<file path="config.mk">
export PLATFORM = sky130hd
export DESIGN_NAME = tma_timer_channel
export DESIGN_NICKNAME = d
export VERILOG_FILES = /design/src/tma_pkg.sv /design/src/tma_clk_div.sv /design/src/tma_edge_det.sv /design/src/tma_timer_channel.sv
export VERILOG_INCLUDE_DIRS = /design/src
export SDC_FILE = /design/constraint.sdc
export NUM_CORES = 1
export LEC_CHECK = 0
export ABC_AREA = 1
export BUFFER_PORTS_ARGS = -buffer_cell sky130_fd_sc_hd__buf_4
export CAP_MARGIN = 15
export CORE_MARGIN = 4
export CORE_UTILIZATION = 45
export DETAILED_ROUTE_END_ITERATION = 7
export GPL_TIMING_DRIVEN = 0
export PLACE_DENSITY = 0.65
export SLEW_MARGIN = 20
export SYNTH_ARGS = -nofsm -noshare
export SYNTH_HDL_FRONTEND = slang
export SYNTH_SLANG_ARGS = --single-unit
export TNS_END_PERCENT = 100
</file>
<file path="constraint.sdc">
create_clock -name sys_clk_i -period 6.25 [get_ports sys_clk_i]
set_input_delay 0.9375 -clock sys_clk_i [delete_from_list [all_inputs] [get_ports sys_clk_i]]
set_output_delay 0.9375 -clock sys_clk_i [all_outputs]
set_load 0.02 [all_outputs]
</file>
<file path="src/tma_defs.svh">
// Constants for the timer channel: field codes, reset values and divider figures
`ifndef TMA_DEFS_SVH
`define TMA_DEFS_SVH
`define TMA_MODE_TIMER 2'h0
`define TMA_MODE_EVENT 2'h1
`define TMA_MODE_ONESHOT 2'h2
`define TMA_MODE_PWM 2'h3
`define TMA_SRC_UNDIV 2'h0
`define TMA_SRC_DIV8 2'h1
`define TMA_SRC_PRESC 2'h2
`define TMA_SRC_SUB32 2'h3
`define TMA_EVT_PIN 2'h0
`define TMA_EVT_OTHER_GROUP 2'h1
`define TMA_EVT_PREV 2'h2
`define TMA_EVT_NEXT 2'h3
`define TMA_CNT_ZERO 16'h0000
`define TMA_CNT_ONES 16'hFFFF
`define TMA_DIV8_COUNT 16'h0008
`define TMA_SUB_DIV_COUNT 16'h0020
`endif

</file>
<file path="src/tma_pkg.sv">
// Types shared by the timer channel modules
package tma_pkg;
  typedef enum logic [1:0] {
    TMA_TIMER,
    TMA_EVENT,
    TMA_ONESHOT,
    TMA_PWM
  } tma_mode_t;
endpackage

</file>
<file path="src/tma_clk_div.sv">
// Divider that gives a one-cycle enable every period of source enables
`timescale 1ns/1ps
module tma_clk_div #(
  parameter int WIDTH = 16
) (
  input wire logic sys_clk_i,
  input wire logic rst_i,
  input wire logic src_en_i,
  input wire logic [WIDTH-1:0] period_i,
  output logic tick_o
);
  logic [WIDTH-1:0] cnt;
  logic [WIDTH-1:0] next_cnt;
  logic next_tick;

  always_comb begin
    next_cnt = cnt;
    next_tick = 1'b0;
    if (src_en_i) begin
      if (period_i <= {{(WIDTH-1){1'b0}}, 1'b1} || cnt >= period_i - 1'b1) begin
        next_cnt = '0;
        next_tick = 1'b1;
      end else begin
        next_cnt = cnt + 1'b1;
      end
    end
  end

  always_ff @(posedge sys_clk_i or posedge rst_i) begin
    if (rst_i) begin
      cnt <= '0;
      tick_o <= 1'b0;
    end else begin
      cnt <= next_cnt;
      tick_o <= next_tick;
    end
  end
endmodule

</file>
<file path="src/tma_edge_det.sv">
// Edge detector that flags the chosen edge of a synchronous input
`timescale 1ns/1ps
module tma_edge_det (
  input wire logic sys_clk_i,
  input wire logic rst_i,
  input wire logic sig_i,
  input wire logic fall_i,
  output logic edge_o
);
  logic prev;
  logic next_prev;
  logic primed;
  logic next_primed;

  always_comb begin
    next_prev = sig_i;
    next_primed = 1'b1;
  end

  always_ff @(posedge sys_clk_i or posedge rst_i) begin
    if (rst_i) begin
      prev <= 1'b0;
      primed <= 1'b0;
    end else begin
      prev <= next_prev;
      primed <= next_primed;
    end
  end

  // No edge until the pin has been sampled once, so a high pin at reset is not an edge
  assign edge_o = primed && (fall_i ? (prev & ~sig_i) : (~prev & sig_i));
endmodule

</file>
<file path="src/tma_timer_channel.sv">
// One sixteen-bit reloadable timer channel with timer and event counter modes
// Overview of operation
// RULE_01 - Timer mode counts one selected internal source
// RULE_02 - Timer mode decrements, reloads on underflow
// RULE_03 - Decrement divides source by value plus one
// RULE_04 - Channel counts only while run flag set
// RULE_05 - Timer mode interrupts on each underflow
// RULE_06 - Count read returns the live counter
// RULE_07 - Stopped write loads both; running, reload only
// RULE_08 - Gate pin level enables counting when enabled
// RULE_09 - Timer mode pulse output toggles on underflow
// RULE_10 - Prescaler zero undivided, else divide by 2n
// RULE_11 - Event mode counts pin edge, edge selectable
// RULE_12 - Events from other group, previous, next channel
// RULE_13 - Direction from software or output pin level
// RULE_14 - Event mode reloads on overflow or underflow
// RULE_15 - Free-running mode wraps without reload
// RULE_16 - Increment divides by ones minus value plus one
// RULE_17 - Event mode interrupts on overflow or underflow
// RULE_18 - Event mode pulse output toggles on both
// RULE_19 - Counter and reload are sixteen bits
// RULE_20 - Two-bit operating mode field selects mode
// RULE_21 - Zero count value: no start, no interrupt
// RULE_22 - Interrupt is one pulse with the event
`timescale 1ns/1ps
`include "tma_defs.svh"
module tma_timer_channel #(
  parameter int WIDTH = 16,
  parameter int PRESC_WIDTH = 4
) (
  input wire logic sys_clk_i,
  input wire logic rst_i,
  input wire logic channel_run_flag_i,
  input wire logic [1:0] operating_mode_field_i,
  input wire logic [1:0] count_source_sel_i,
  input wire logic [PRESC_WIDTH-1:0] prescale_divide_field_i,
  input wire logic subclock_tick_i,
  input wire logic gate_enable_i,
  input wire logic gate_active_high_i,
  input wire logic pulse_output_enable_i,
  input wire logic [1:0] event_source_sel_i,
  input wire logic event_falling_edge_i,
  input wire logic other_group_event_i,
  input wire logic prev_channel_event_i,
  input wire logic next_channel_event_i,
  input wire logic direction_from_pin_i,
  input wire logic count_up_i,
  input wire logic free_running_i,
  input wire logic timer_input_pin_i,
  input wire logic timer_output_pin_i,
  input wire logic count_write_i,
  input wire logic [WIDTH-1:0] count_write_data_i,
  output logic [WIDTH-1:0] count_read_data_o,
  output logic [WIDTH-1:0] reload_value_o,
  output logic timer_output_pin_o,
  output logic timer_output_pin_oe_o,
  output logic wrap_event_o,
  output logic irq_o
);
  tma_pkg::tma_mode_t mode;
  logic [WIDTH-1:0] counter;
  logic [WIDTH-1:0] reload;
  logic out_level;
  logic irq;
  logic [WIDTH-1:0] next_counter;
  logic [WIDTH-1:0] next_reload;
  logic next_out_level;
  logic next_irq;
  logic div8_tick;
  logic presc_tick;
  logic sub32_tick;
  logic [WIDTH-1:0] presc_period;
  logic pin_edge;
  logic source_tick;
  logic event_tick;
  logic gate_open;
  logic step;
  logic count_up;
  logic at_limit;
  logic running;
  logic event_mode;
  logic free_wrap;
  logic limit_step;
  logic plain_step;
  logic stopped_write;
  logic [WIDTH-1:0] wrap_value;
  logic [WIDTH-1:0] stepped_value;
  logic irq_allowed;
  logic toggle_due;

  assign mode = tma_pkg::tma_mode_t'(operating_mode_field_i); // [RULE_20]
  assign event_mode = (mode == tma_pkg::TMA_EVENT);

  // Divided prescaler: zero passes the clock through, n divides by 2n
  always_comb begin
    if (prescale_divide_field_i == '0) begin
      presc_period = `TMA_CNT_ZERO; // [RULE_10]
    end else begin
      presc_period = {{(WIDTH-PRESC_WIDTH-1){1'b0}}, prescale_divide_field_i, 1'b0};
    end
  end

  tma_clk_div #(.WIDTH(WIDTH)) u_div8 (
    .sys_clk_i(sys_clk_i),
    .rst_i(rst_i),
    .src_en_i(1'b1),
    .period_i(`TMA_DIV8_COUNT),
    .tick_o(div8_tick)
  );

  tma_clk_div #(.WIDTH(WIDTH)) u_presc (
    .sys_clk_i(sys_clk_i),
    .rst_i(rst_i),
    .src_en_i(1'b1),
    .period_i(presc_period),
    .tick_o(presc_tick)
  );

  tma_clk_div #(.WIDTH(WIDTH)) u_sub32 (
    .sys_clk_i(sys_clk_i),
    .rst_i(rst_i),
    .src_en_i(subclock_tick_i),
    .period_i(`TMA_SUB_DIV_COUNT),
    .tick_o(sub32_tick)
  );

  tma_edge_det u_pin_edge (
    .sys_clk_i(sys_clk_i),
    .rst_i(rst_i),
    .sig_i(timer_input_pin_i),
    .fall_i(event_falling_edge_i),
    .edge_o(pin_edge)
  );

  always_comb begin
    case (count_source_sel_i) // [RULE_01]
      `TMA_SRC_UNDIV: source_tick = 1'b1;
      `TMA_SRC_DIV8: source_tick = div8_tick;
      `TMA_SRC_PRESC: source_tick = presc_tick;
      `TMA_SRC_SUB32: source_tick = sub32_tick;
      default: source_tick = 1'b0;
    endcase
  end

  always_comb begin
    case (event_source_sel_i)
      `TMA_EVT_PIN: event_tick = pin_edge; // [RULE_11]
      `TMA_EVT_OTHER_GROUP: event_tick = other_group_event_i; // [RULE_12]
      `TMA_EVT_PREV: event_tick = prev_channel_event_i; // [RULE_12]
      `TMA_EVT_NEXT: event_tick = next_channel_event_i; // [RULE_12]
      default: event_tick = 1'b0;
    endcase
  end

  // Gate holds the count while the input pin is at its inactive level
  always_comb begin
    gate_open = 1'b1;
    if (gate_enable_i) begin
      gate_open = (timer_input_pin_i == gate_active_high_i); // [RULE_08]
    end
  end

  // A zero count keeps the channel idle
  assign running = channel_run_flag_i && (counter != `TMA_CNT_ZERO ||
    reload != `TMA_CNT_ZERO); // [RULE_04] [RULE_21]

  // Timer mode only counts down; event mode takes software or pin direction
  always_comb begin
    count_up = 1'b0; // [RULE_02]
    if (event_mode) begin
      if (direction_from_pin_i) begin
        count_up = timer_output_pin_i; // [RULE_13]
      end else begin
        count_up = count_up_i; // [RULE_13]
      end
    end
  end

  always_comb begin
    case (mode)
      tma_pkg::TMA_TIMER: step = running && source_tick && gate_open;
      tma_pkg::TMA_EVENT: step = running && event_tick;
      default: step = 1'b0;
    endcase
  end

  // Underflow after zero gives n+1 steps; overflow after all-ones gives ones-n+1
  always_comb begin
    if (count_up) begin
      at_limit = (counter == `TMA_CNT_ONES); // [RULE_16]
    end else begin
      at_limit = (counter == `TMA_CNT_ZERO); // [RULE_03]
    end
  end

  // Qualified events of this cycle
  assign limit_step = step && at_limit;
  assign plain_step = step && !at_limit;
  assign free_wrap = event_mode && free_running_i; // [RULE_15]
  assign stopped_write = count_write_i && !channel_run_flag_i; // [RULE_07]
  assign irq_allowed = (reload != `TMA_CNT_ZERO) || free_wrap; // [RULE_21]
  assign toggle_due = limit_step && pulse_output_enable_i; // [RULE_09] [RULE_18]

  // Free-running wrap lands on the opposite limit
  always_comb begin
    if (count_up) begin
      wrap_value = `TMA_CNT_ZERO;
    end else begin
      wrap_value = `TMA_CNT_ONES;
    end
  end

  always_comb begin
    if (count_up) begin
      stepped_value = counter + 1'b1;
    end else begin
      stepped_value = counter - 1'b1;
    end
  end

  // Counter: a stopped write overrides any step
  always_comb begin
    next_counter = counter;
    if (limit_step) begin
      if (free_wrap) begin
        next_counter = wrap_value; // [RULE_15]
      end else begin
        next_counter = reload; // [RULE_02] [RULE_14]
      end
    end else if (plain_step) begin
      next_counter = stepped_value;
    end
    if (stopped_write) begin
      next_counter = count_write_data_i; // [RULE_07]
    end
  end

  always_ff @(posedge sys_clk_i or posedge rst_i) begin
    if (rst_i) begin
      counter <= `TMA_CNT_ZERO; // [RULE_19]
    end else begin
      counter <= next_counter;
    end
  end

  // Reload register takes every write, running or not
  always_comb begin
    next_reload = reload;
    if (count_write_i) begin
      next_reload = count_write_data_i; // [RULE_07]
    end
  end

  always_ff @(posedge sys_clk_i or posedge rst_i) begin
    if (rst_i) begin
      reload <= `TMA_CNT_ZERO; // [RULE_19]
    end else begin
      reload <= next_reload;
    end
  end

  always_comb begin
    next_out_level = out_level;
    if (toggle_due) begin
      next_out_level = !out_level; // [RULE_09] [RULE_18]
    end
  end

  always_ff @(posedge sys_clk_i or posedge rst_i) begin
    if (rst_i) begin
      out_level <= 1'b0;
    end else begin
      out_level <= next_out_level;
    end
  end

  // Interrupt pulse only on the cycle after a limit step
  always_comb begin
    next_irq = 1'b0;
    if (limit_step) begin
      next_irq = irq_allowed; // [RULE_05] [RULE_17] [RULE_21]
    end
  end

  always_ff @(posedge sys_clk_i or posedge rst_i) begin
    if (rst_i) begin
      irq <= 1'b0;
    end else begin
      irq <= next_irq; // [RULE_22]
    end
  end

  assign count_read_data_o = counter; // [RULE_06]
  assign reload_value_o = reload;
  assign timer_output_pin_o = out_level;
  // The output pin turns input while it sets the count direction
  always_comb begin
    timer_output_pin_oe_o = pulse_output_enable_i; // [RULE_09]
    if (event_mode && direction_from_pin_i) begin
      timer_output_pin_oe_o = 1'b0; // [RULE_13]
    end
  end
  assign irq_o = irq;
  assign wrap_event_o = irq;
endmodule

</file>
### After elaboration in Yosys (flattened, before gate mapping)

Cells that the tools add are included.

| storage, ports and cells | value |
|---|---|
| output and inout bits | 36 |
| register bits after elaboration | 87 |
| input port bits | 43 |

| cells by class | value |
|---|---|
| reduce and logical (&&, ||, !) cells | 25 |
| add/sub/neg operators | 6 |
| eq/ne operators | 9 |
| magnitude comparators | 4 |
| bitwise gates (word level) | 4 |
| muxes and demuxes | 24 |

Operators by type and width:

| operator | count |
|---|---|
| $mux W16 | 9 |
| $add A16 B1 Y16 const B | 4 |
| $reduce_bool A16 Y1 | 2 |
| $eq A16 B16 Y1 const B | 1 |
| $ge A16 B16 Y1 | 1 |
| $ge A16 B3 Y1 const B | 1 |
| $ge A16 B5 Y1 const B | 1 |
| $logic_not A16 Y1 | 1 |
| $sub A16 B1 Y16 const B | 1 |
| $logic_and A1 B1 Y1 | 11 |
| $mux W1 | 11 |
| $eq A2 B2 Y1 const B | 4 |
| $pmux W1 S4 | 2 |
| $eq A2 B1 Y1 const B | 3 |
| $logic_not A2 Y1 | 3 |
| $sub A5 B1 Y6 const B | 1 |
| $le A5 B1 Y1 const B | 1 |
| $mux W5 | 1 |
| $logic_not A4 Y1 | 1 |
| $logic_not A1 Y1 | 3 |
| $logic_or A1 B1 Y1 | 3 |
| $reduce_bool A3 Y1 | 1 |
| $and A1 B1 Y1 | 2 |
| $not A1 Y1 | 2 |
| 2 further kinds | 2 |

### Depth between registers and ports, before layout

| depth | value |
|---|---|
| word-level depth | 11 |
| mapped depth | 17 |
| depth with buffers taken out | 17 |

### Cells and area by module

From an unflattened synthesis, not the netlist that was laid out.

| unflattened totals | value |
|---|---|
| cell total of the unflattened synthesis | 1,229 |
| area total of the unflattened synthesis | 8,340.5 µm² |

By module, submodules not included:

| module | times used | cells an instance | area an instance (µm²) |
|---|---|---|---|
| tma_clk_div (u_div8 ...) | 2 | 240 | 1,710.4 |
| tma_timer_channel | 1 | 493 | 3,156.8 |
| tma_clk_div (u_presc) | 1 | 244 | 1,675.4 |
| tma_edge_det | 1 | 12 | 87.6 |

### Worst setup path before layout

Ideal clock, no wire load.

| timing path | value |
|---|---|
| path type | input to register |
| from | in prescale_divide_field_i[0] |
| to | reg u_presc.cnt[10] |
| path buffers | 1 |
| setup slack | 3.419 ns |
| stages | 13 |
| data arrival time | 2.711 ns |
| cell sequence | inv_1 > ha_1 > nand2_1 > nand2_1 > nand2_1 > xor2_1 > ha_1 > nand2_1 > nor3b_1 > o21ai_0 > o211ai_2 > buf_2 > nor2_1 |

| on the way | value |
|---|---|
| cells in the longest elaborated chain, start to end | 6 |

RTL lines:

| item | RTL line | text |
|---|---|---|
| from (decl) | tma_timer_channel.sv:36 | `input wire logic [PRESC_WIDTH-1:0] prescale_divide_field_i,` |
| $logic_not A4 Y1 | tma_timer_channel.sv:96 | `if (prescale_divide_field_i == '0) begin` |
| $mux W5 (*) | tma_timer_channel.sv:96 |  |
| $sub A5 B1 Y6 | tma_clk_div.sv:20 | `if (period_i <= {{(WIDTH-1){1'b0}}, 1'b1} \|\| cnt >= period_i - 1'b1) begin` |
| $ge A16 B16 Y1 | tma_clk_div.sv:20 |  |
| $logic_or A1 B1 Y1 (*) | tma_clk_div.sv:20 |  |
| $mux W16 (*) | tma_clk_div.sv:20 |  |
| named net u_presc.next_cnt[10] | tma_clk_div.sv:13 | `logic [WIDTH-1:0] next_cnt;` |
| to (signal assigned) | tma_clk_div.sv:34 | `cnt <= next_cnt;` |
| to (decl) | tma_clk_div.sv:12 | `logic [WIDTH-1:0] cnt;` |

Mark *: on every way through the listed nets, which the timed path passes. The rest lies on a longest branch.
A chain may end at the register's enable or synchronous reset.

### Worst setup path after layout

| timing path | value |
|---|---|
| from | in prescale_divide_field_i[1] |
| to | reg u_presc.cnt[13] |

The elaborated chain is that of the path after synthesis.

==> qor_table.md <==
| Stage | Parameter | This run |
| --- | --- | --- |
| run status | Run status | finished clean |
| critical path | CP Data Required Time | 6.47 ns |
| clock network | Root Buffer Master | sky130_fd_sc_hd__clkbuf_16 |
| route | Routed wire per std cell | 14.2 um |
| route | Ratio of routed vias to standard cells | 5.02 |
| route | Drc violations | 0 |
| sta | F_max | 338 MHz |
| finish | Commonest cells after routing, fill and taps aside | 181 x sky130_fd_sc_hd__nand2_1, 94 x sky130_fd_sc_hd__nor2_1, 87 x sky130_fd_sc_hd__dfrtp_1, 78 x sky130_fd_sc_hd__buf_4, 77 x sky130_fd_sc_hd__inv_1 |
| finish | Number of antenna cells inserted | 0 |
| synthesis | Count of synthesis-stage warnings from yosys | 0 |
| critical path | Cell-by-cell listing of the critical path | buf_4, inv_1, ha_1, nand2_1, nand2_1, nand2_1, xor2_1, ha_1, nand2_1, nor3b_1, o21ai_0, o211ai_2, buf_2, nor2_1 |
| global routing | Number of global-route vias before repair | 4,726 |
| min path | Class of the worst hold path | flop to flop |
| critical path | Cell with the largest stage delay on the worst path | sky130_fd_sc_hd__buf_2 |
| clock network | Buffers inserted by post-CTS timing repair | 0 |
| clock network | Clock sinks | 87 |
| finish | Share of post-route cells with drive strength above 1 | 16.2% |
| synthesis | Proportion of netlist area held by the largest area contributor | 40.6% |
| critical path | Endpoint of the worst-slack reg-to-reg timing path | count_read_data_o[15] |
| min path | Hold path depth | 1 |
| sta | Number of max-slew violations in the final report | 0 |
| placed design | Routability Congestion | 0.923 |
| global routing | Maximum number of pins on one net before global-route repair | 56 |
| power | Final Power | 2.10 mW |
| power | LEAKAGE | 3.36 nW |
| critical path | Startpoint kind of the worst setup timing path | input pin |
| synthesis | Distinct cell type count of the synthesized netlist | 42 |
| synthesis | Share of flip-flops with an asynchronous set or reset | 100% |
| placed design | Half-perimeter wire length of the detailed placement result | 10.5 mm |
| min path | Sink of the worst hold path | u_div8.cnt[0] |
| global routing | Initial antenna violation count | 0 |
| critical path | Worst Reg-to-Reg Cells | 12 |
| critical path | Crit-path max cell delay | 0.31 ns |
| clock network | Clock transition at the registers of the reported paths | 0.06 ns |
| clock network | Number of resized instances in the post-cts repair step | 0 |
| clock network | CTS H-tree lvls | 3 |
| clock network | Number of buffers created by CTS | 9 |
| sta | Number of endpoints with negative hold slack in the final report | 0 |
| finish | Most common library cell in the layout ignoring fill and taps | sky130_fd_sc_hd__nand2_1 |
| clock network | Clock tree from TritonCTS | yes |
| sta | Share of the clock period used by the worst path after layout | 47.3% |
| critical path | Most used cell along the critical path | sky130_fd_sc_hd__nand2_1 |
| finish | Fill cell total of the finished layout | 1,097 |
| finish | Total Nets Final | 875 |
| synthesis | Share of synthesized area occupied by flip-flops and latches | 40.6% |
| sta | Transition time at the pin with the least slew margin | 0.520 ns |
| synthesis | Biggest area consumer among synthesized cells | sky130_fd_sc_hd__dfrtp_1 |
| sta | Setup repair after global routing missed its margin | no |
| die | Core region area | 0.0116 sq mm |
| synthesis | Synthesis-stage register bit count | 87 |
| sta | Worst rel slew slack | 65.3% |
| critical path | Critical path class | input pin to flop |
| die | Y dimension of the die | 117 um |
| placed design | Dpl cells | 930 |
| placed design | Post-detailed-placement cell area | 0.00620 sq mm |
| run | Max capacitance violation total | 0 |
| placed design | Number of port buffers | 77 |
| synthesis | Area of the mapped netlist | 0.00537 sq mm |
| sta | Largest clock skew in the final design | 0.00759 ns |
| global routing | GR Util All Layers | 21.0% |
| clock network | Clock Path Buffers | 2 |
| route | Total wirelength of the detailed-routed design | 13.4 mm |
| global routing | Wire length of the first global-routing pass | 22.6 mm |
| sta | Aggregate negative setup slack | 0 ns |
| sta | Hold WS | 0.461 ns |
| clock network | Clock Latency Late Sink | 0.34 ns |
| route | Antenna viol nets, final | 0 |
| finish | Non-Filler Instances | 945 |
| die | Die Area | 0.0137 sq mm |
| synthesis | Synth Instances | 698 |
| finish | Layout Cell Area excl Fill | 0.00647 sq mm |
| route | Via Count | 4,741 |
| synthesis | Most area-consuming cells after synthesis | sky130_fd_sc_hd__dfrtp_1 41%, sky130_fd_sc_hd__nand2_1 13%, sky130_fd_sc_hd__ha_1 7.7%, sky130_fd_sc_hd__nor2_1 6.6%, sky130_fd_sc_hd__inv_1 5.5% |
| critical path | Data arrival time of the critical path | 3.17 ns |
| route | DRC violation total after the first TritonRoute iteration | 315 |
| power | Power density cells | 325 mW/mm^2 |
| critical path | Maximum fanout encountered on the critical timing path | 12 |
| global routing | Aggregate global routing overflow | 0 |
| die | Std cell rows | 39 |
| min path | Hold path startpoint | u_div8.cnt[0] |
| clock network | Hold buffer count at CTS | 0 |
| die | Die X-Extent | 117 um |
| power | Max rail drop VDD | 188 uV |
| synthesis | Syn_area_per_cell | 7.69 sq um |
| synthesis | Number of enable flip-flop cells after synthesis | 0 |
| critical path | Type of destination of the critical path | flop |
| sta | Minimum clock period after layout | 2.96 ns |
| route | Pre-antenna DRT Iters | 4 |
| synthesis | Main synth FF type | sky130_fd_sc_hd__dfrtp_1 |
| sta | Final setup violation count | 0 |
| die | Ports placed on the boundary | 79 |
| critical path | Setup slack of the worst register-to-register path | 4.17 ns |
| die | Initial Utilization | 46.4% |
| critical path | Worst flop-to-flop path startpoint | count_read_data_o[2] |
| finish | Area growth from synthesis to layout | 20.5% |
state kept, by name, summed over array words and instances, names as in the netlist, 16 cells and up:
register	flops
count_read_data_o	16
reload_value_o	16
u_div8.cnt	16
u_presc.cnt	16
u_sub32.cnt	16
routing by layer:
metal	vias up	track usage, %	part of all wire [%]
met3	19	4.47	5.0
li1	2425	-	-
met2	118	35.3	49
met5	-	0	0
met1	2179	27.0	44
met4	0	6.96	2.0
area by class of cell:
class | count | area, sq um | area share (%)
clock inverters | 1 | 30.0 | 0.464
plain buffers | 14 | 78.8 | 1.22
clock buffers | 14 | 244 | 3.77
inverters | 82 | 315 | 4.87
multi-input cells | 526 | 2840 | 43.9
well taps | 143 | 179 | 2.77
repair buffers | 78 | 606 | 9.36
flip-flops and latches | 87 | 2180 | 33.6
kinds of logic after synthesis:
kind of cell / count (synthesis) / synth area share [%]
AND/OR/NAND/NOR: 374 / 30.4
AO/OA/AOI/OAI: 69 / 7.20
XOR/XNOR: 27 / 4.41
other: 2 / 0.140
multiplexers: 9 / 1.89
adder cells (fa/ha/maj): 34 / 8.07
flip-flops: 87 / 40.6
buffers and inverters: 96 / 7.30
cell usage after synthesis (9+ instances only):
cell type,number
sky130_fd_sc_hd__mux2_2,9
sky130_fd_sc_hd__a31oi_1,9
sky130_fd_sc_hd__a21oi_1,26
sky130_fd_sc_hd__nand3_1,54
sky130_fd_sc_hd__xnor2_1,10
sky130_fd_sc_hd__xor2_1,17
sky130_fd_sc_hd__nand2_1,181
sky130_fd_sc_hd__ha_1,33
sky130_fd_sc_hd__o21ai_0,24
sky130_fd_sc_hd__dfrtp_1,87
sky130_fd_sc_hd__inv_1,78
sky130_fd_sc_hd__nor2_1,94
how the worst max path moves through the flow:
stage | slack [ns] | from | to | cells past startpoint
6_report | 3.29 | prescale_divide_field_i[1] | u_presc.cnt[13] | 14
5_1_grt | 3.01 | prescale_divide_field_i[0] | u_presc.cnt[13] | 14
4_1_cts | 3.27 | prescale_divide_field_i[1] | u_presc.cnt[13] | 14
3_5_place_dp | 2.95 | prescale_divide_field_i[1] | u_presc.cnt[7] | 14
3_3_place_gp | 2.10 | rst_i | count_read_data_o[14] | 2
2_1_floorplan | 3.06 | rst_i | count_read_data_o[0] | 1
worst max-delay path, delay by kind of cell:
kind            cells  cell delay, ns
fa+ha+maj           2            0.44
xor+xnor            1            0.16
compound gates      2            0.29
buf+inv             3            0.48
simple gates        6            0.88
report_power, final:
group / switching [mW] / internal (mW)
Clock: 0.205 / 0.308
Sequential: 0.113 / 0.649
Combinational: 0.491 / 0.336
per-stage QoR:
stage,util [%],worst slack [ns]
3_5_place_dp,53.6,2.95
6_report,55.9,3.29
2_1_floorplan,-,3.06
3_3_place_gp,53.3,2.10
5_1_grt,55.9,3.01
4_1_cts,55.9,3.27
(Power assumes the default switching activity.)
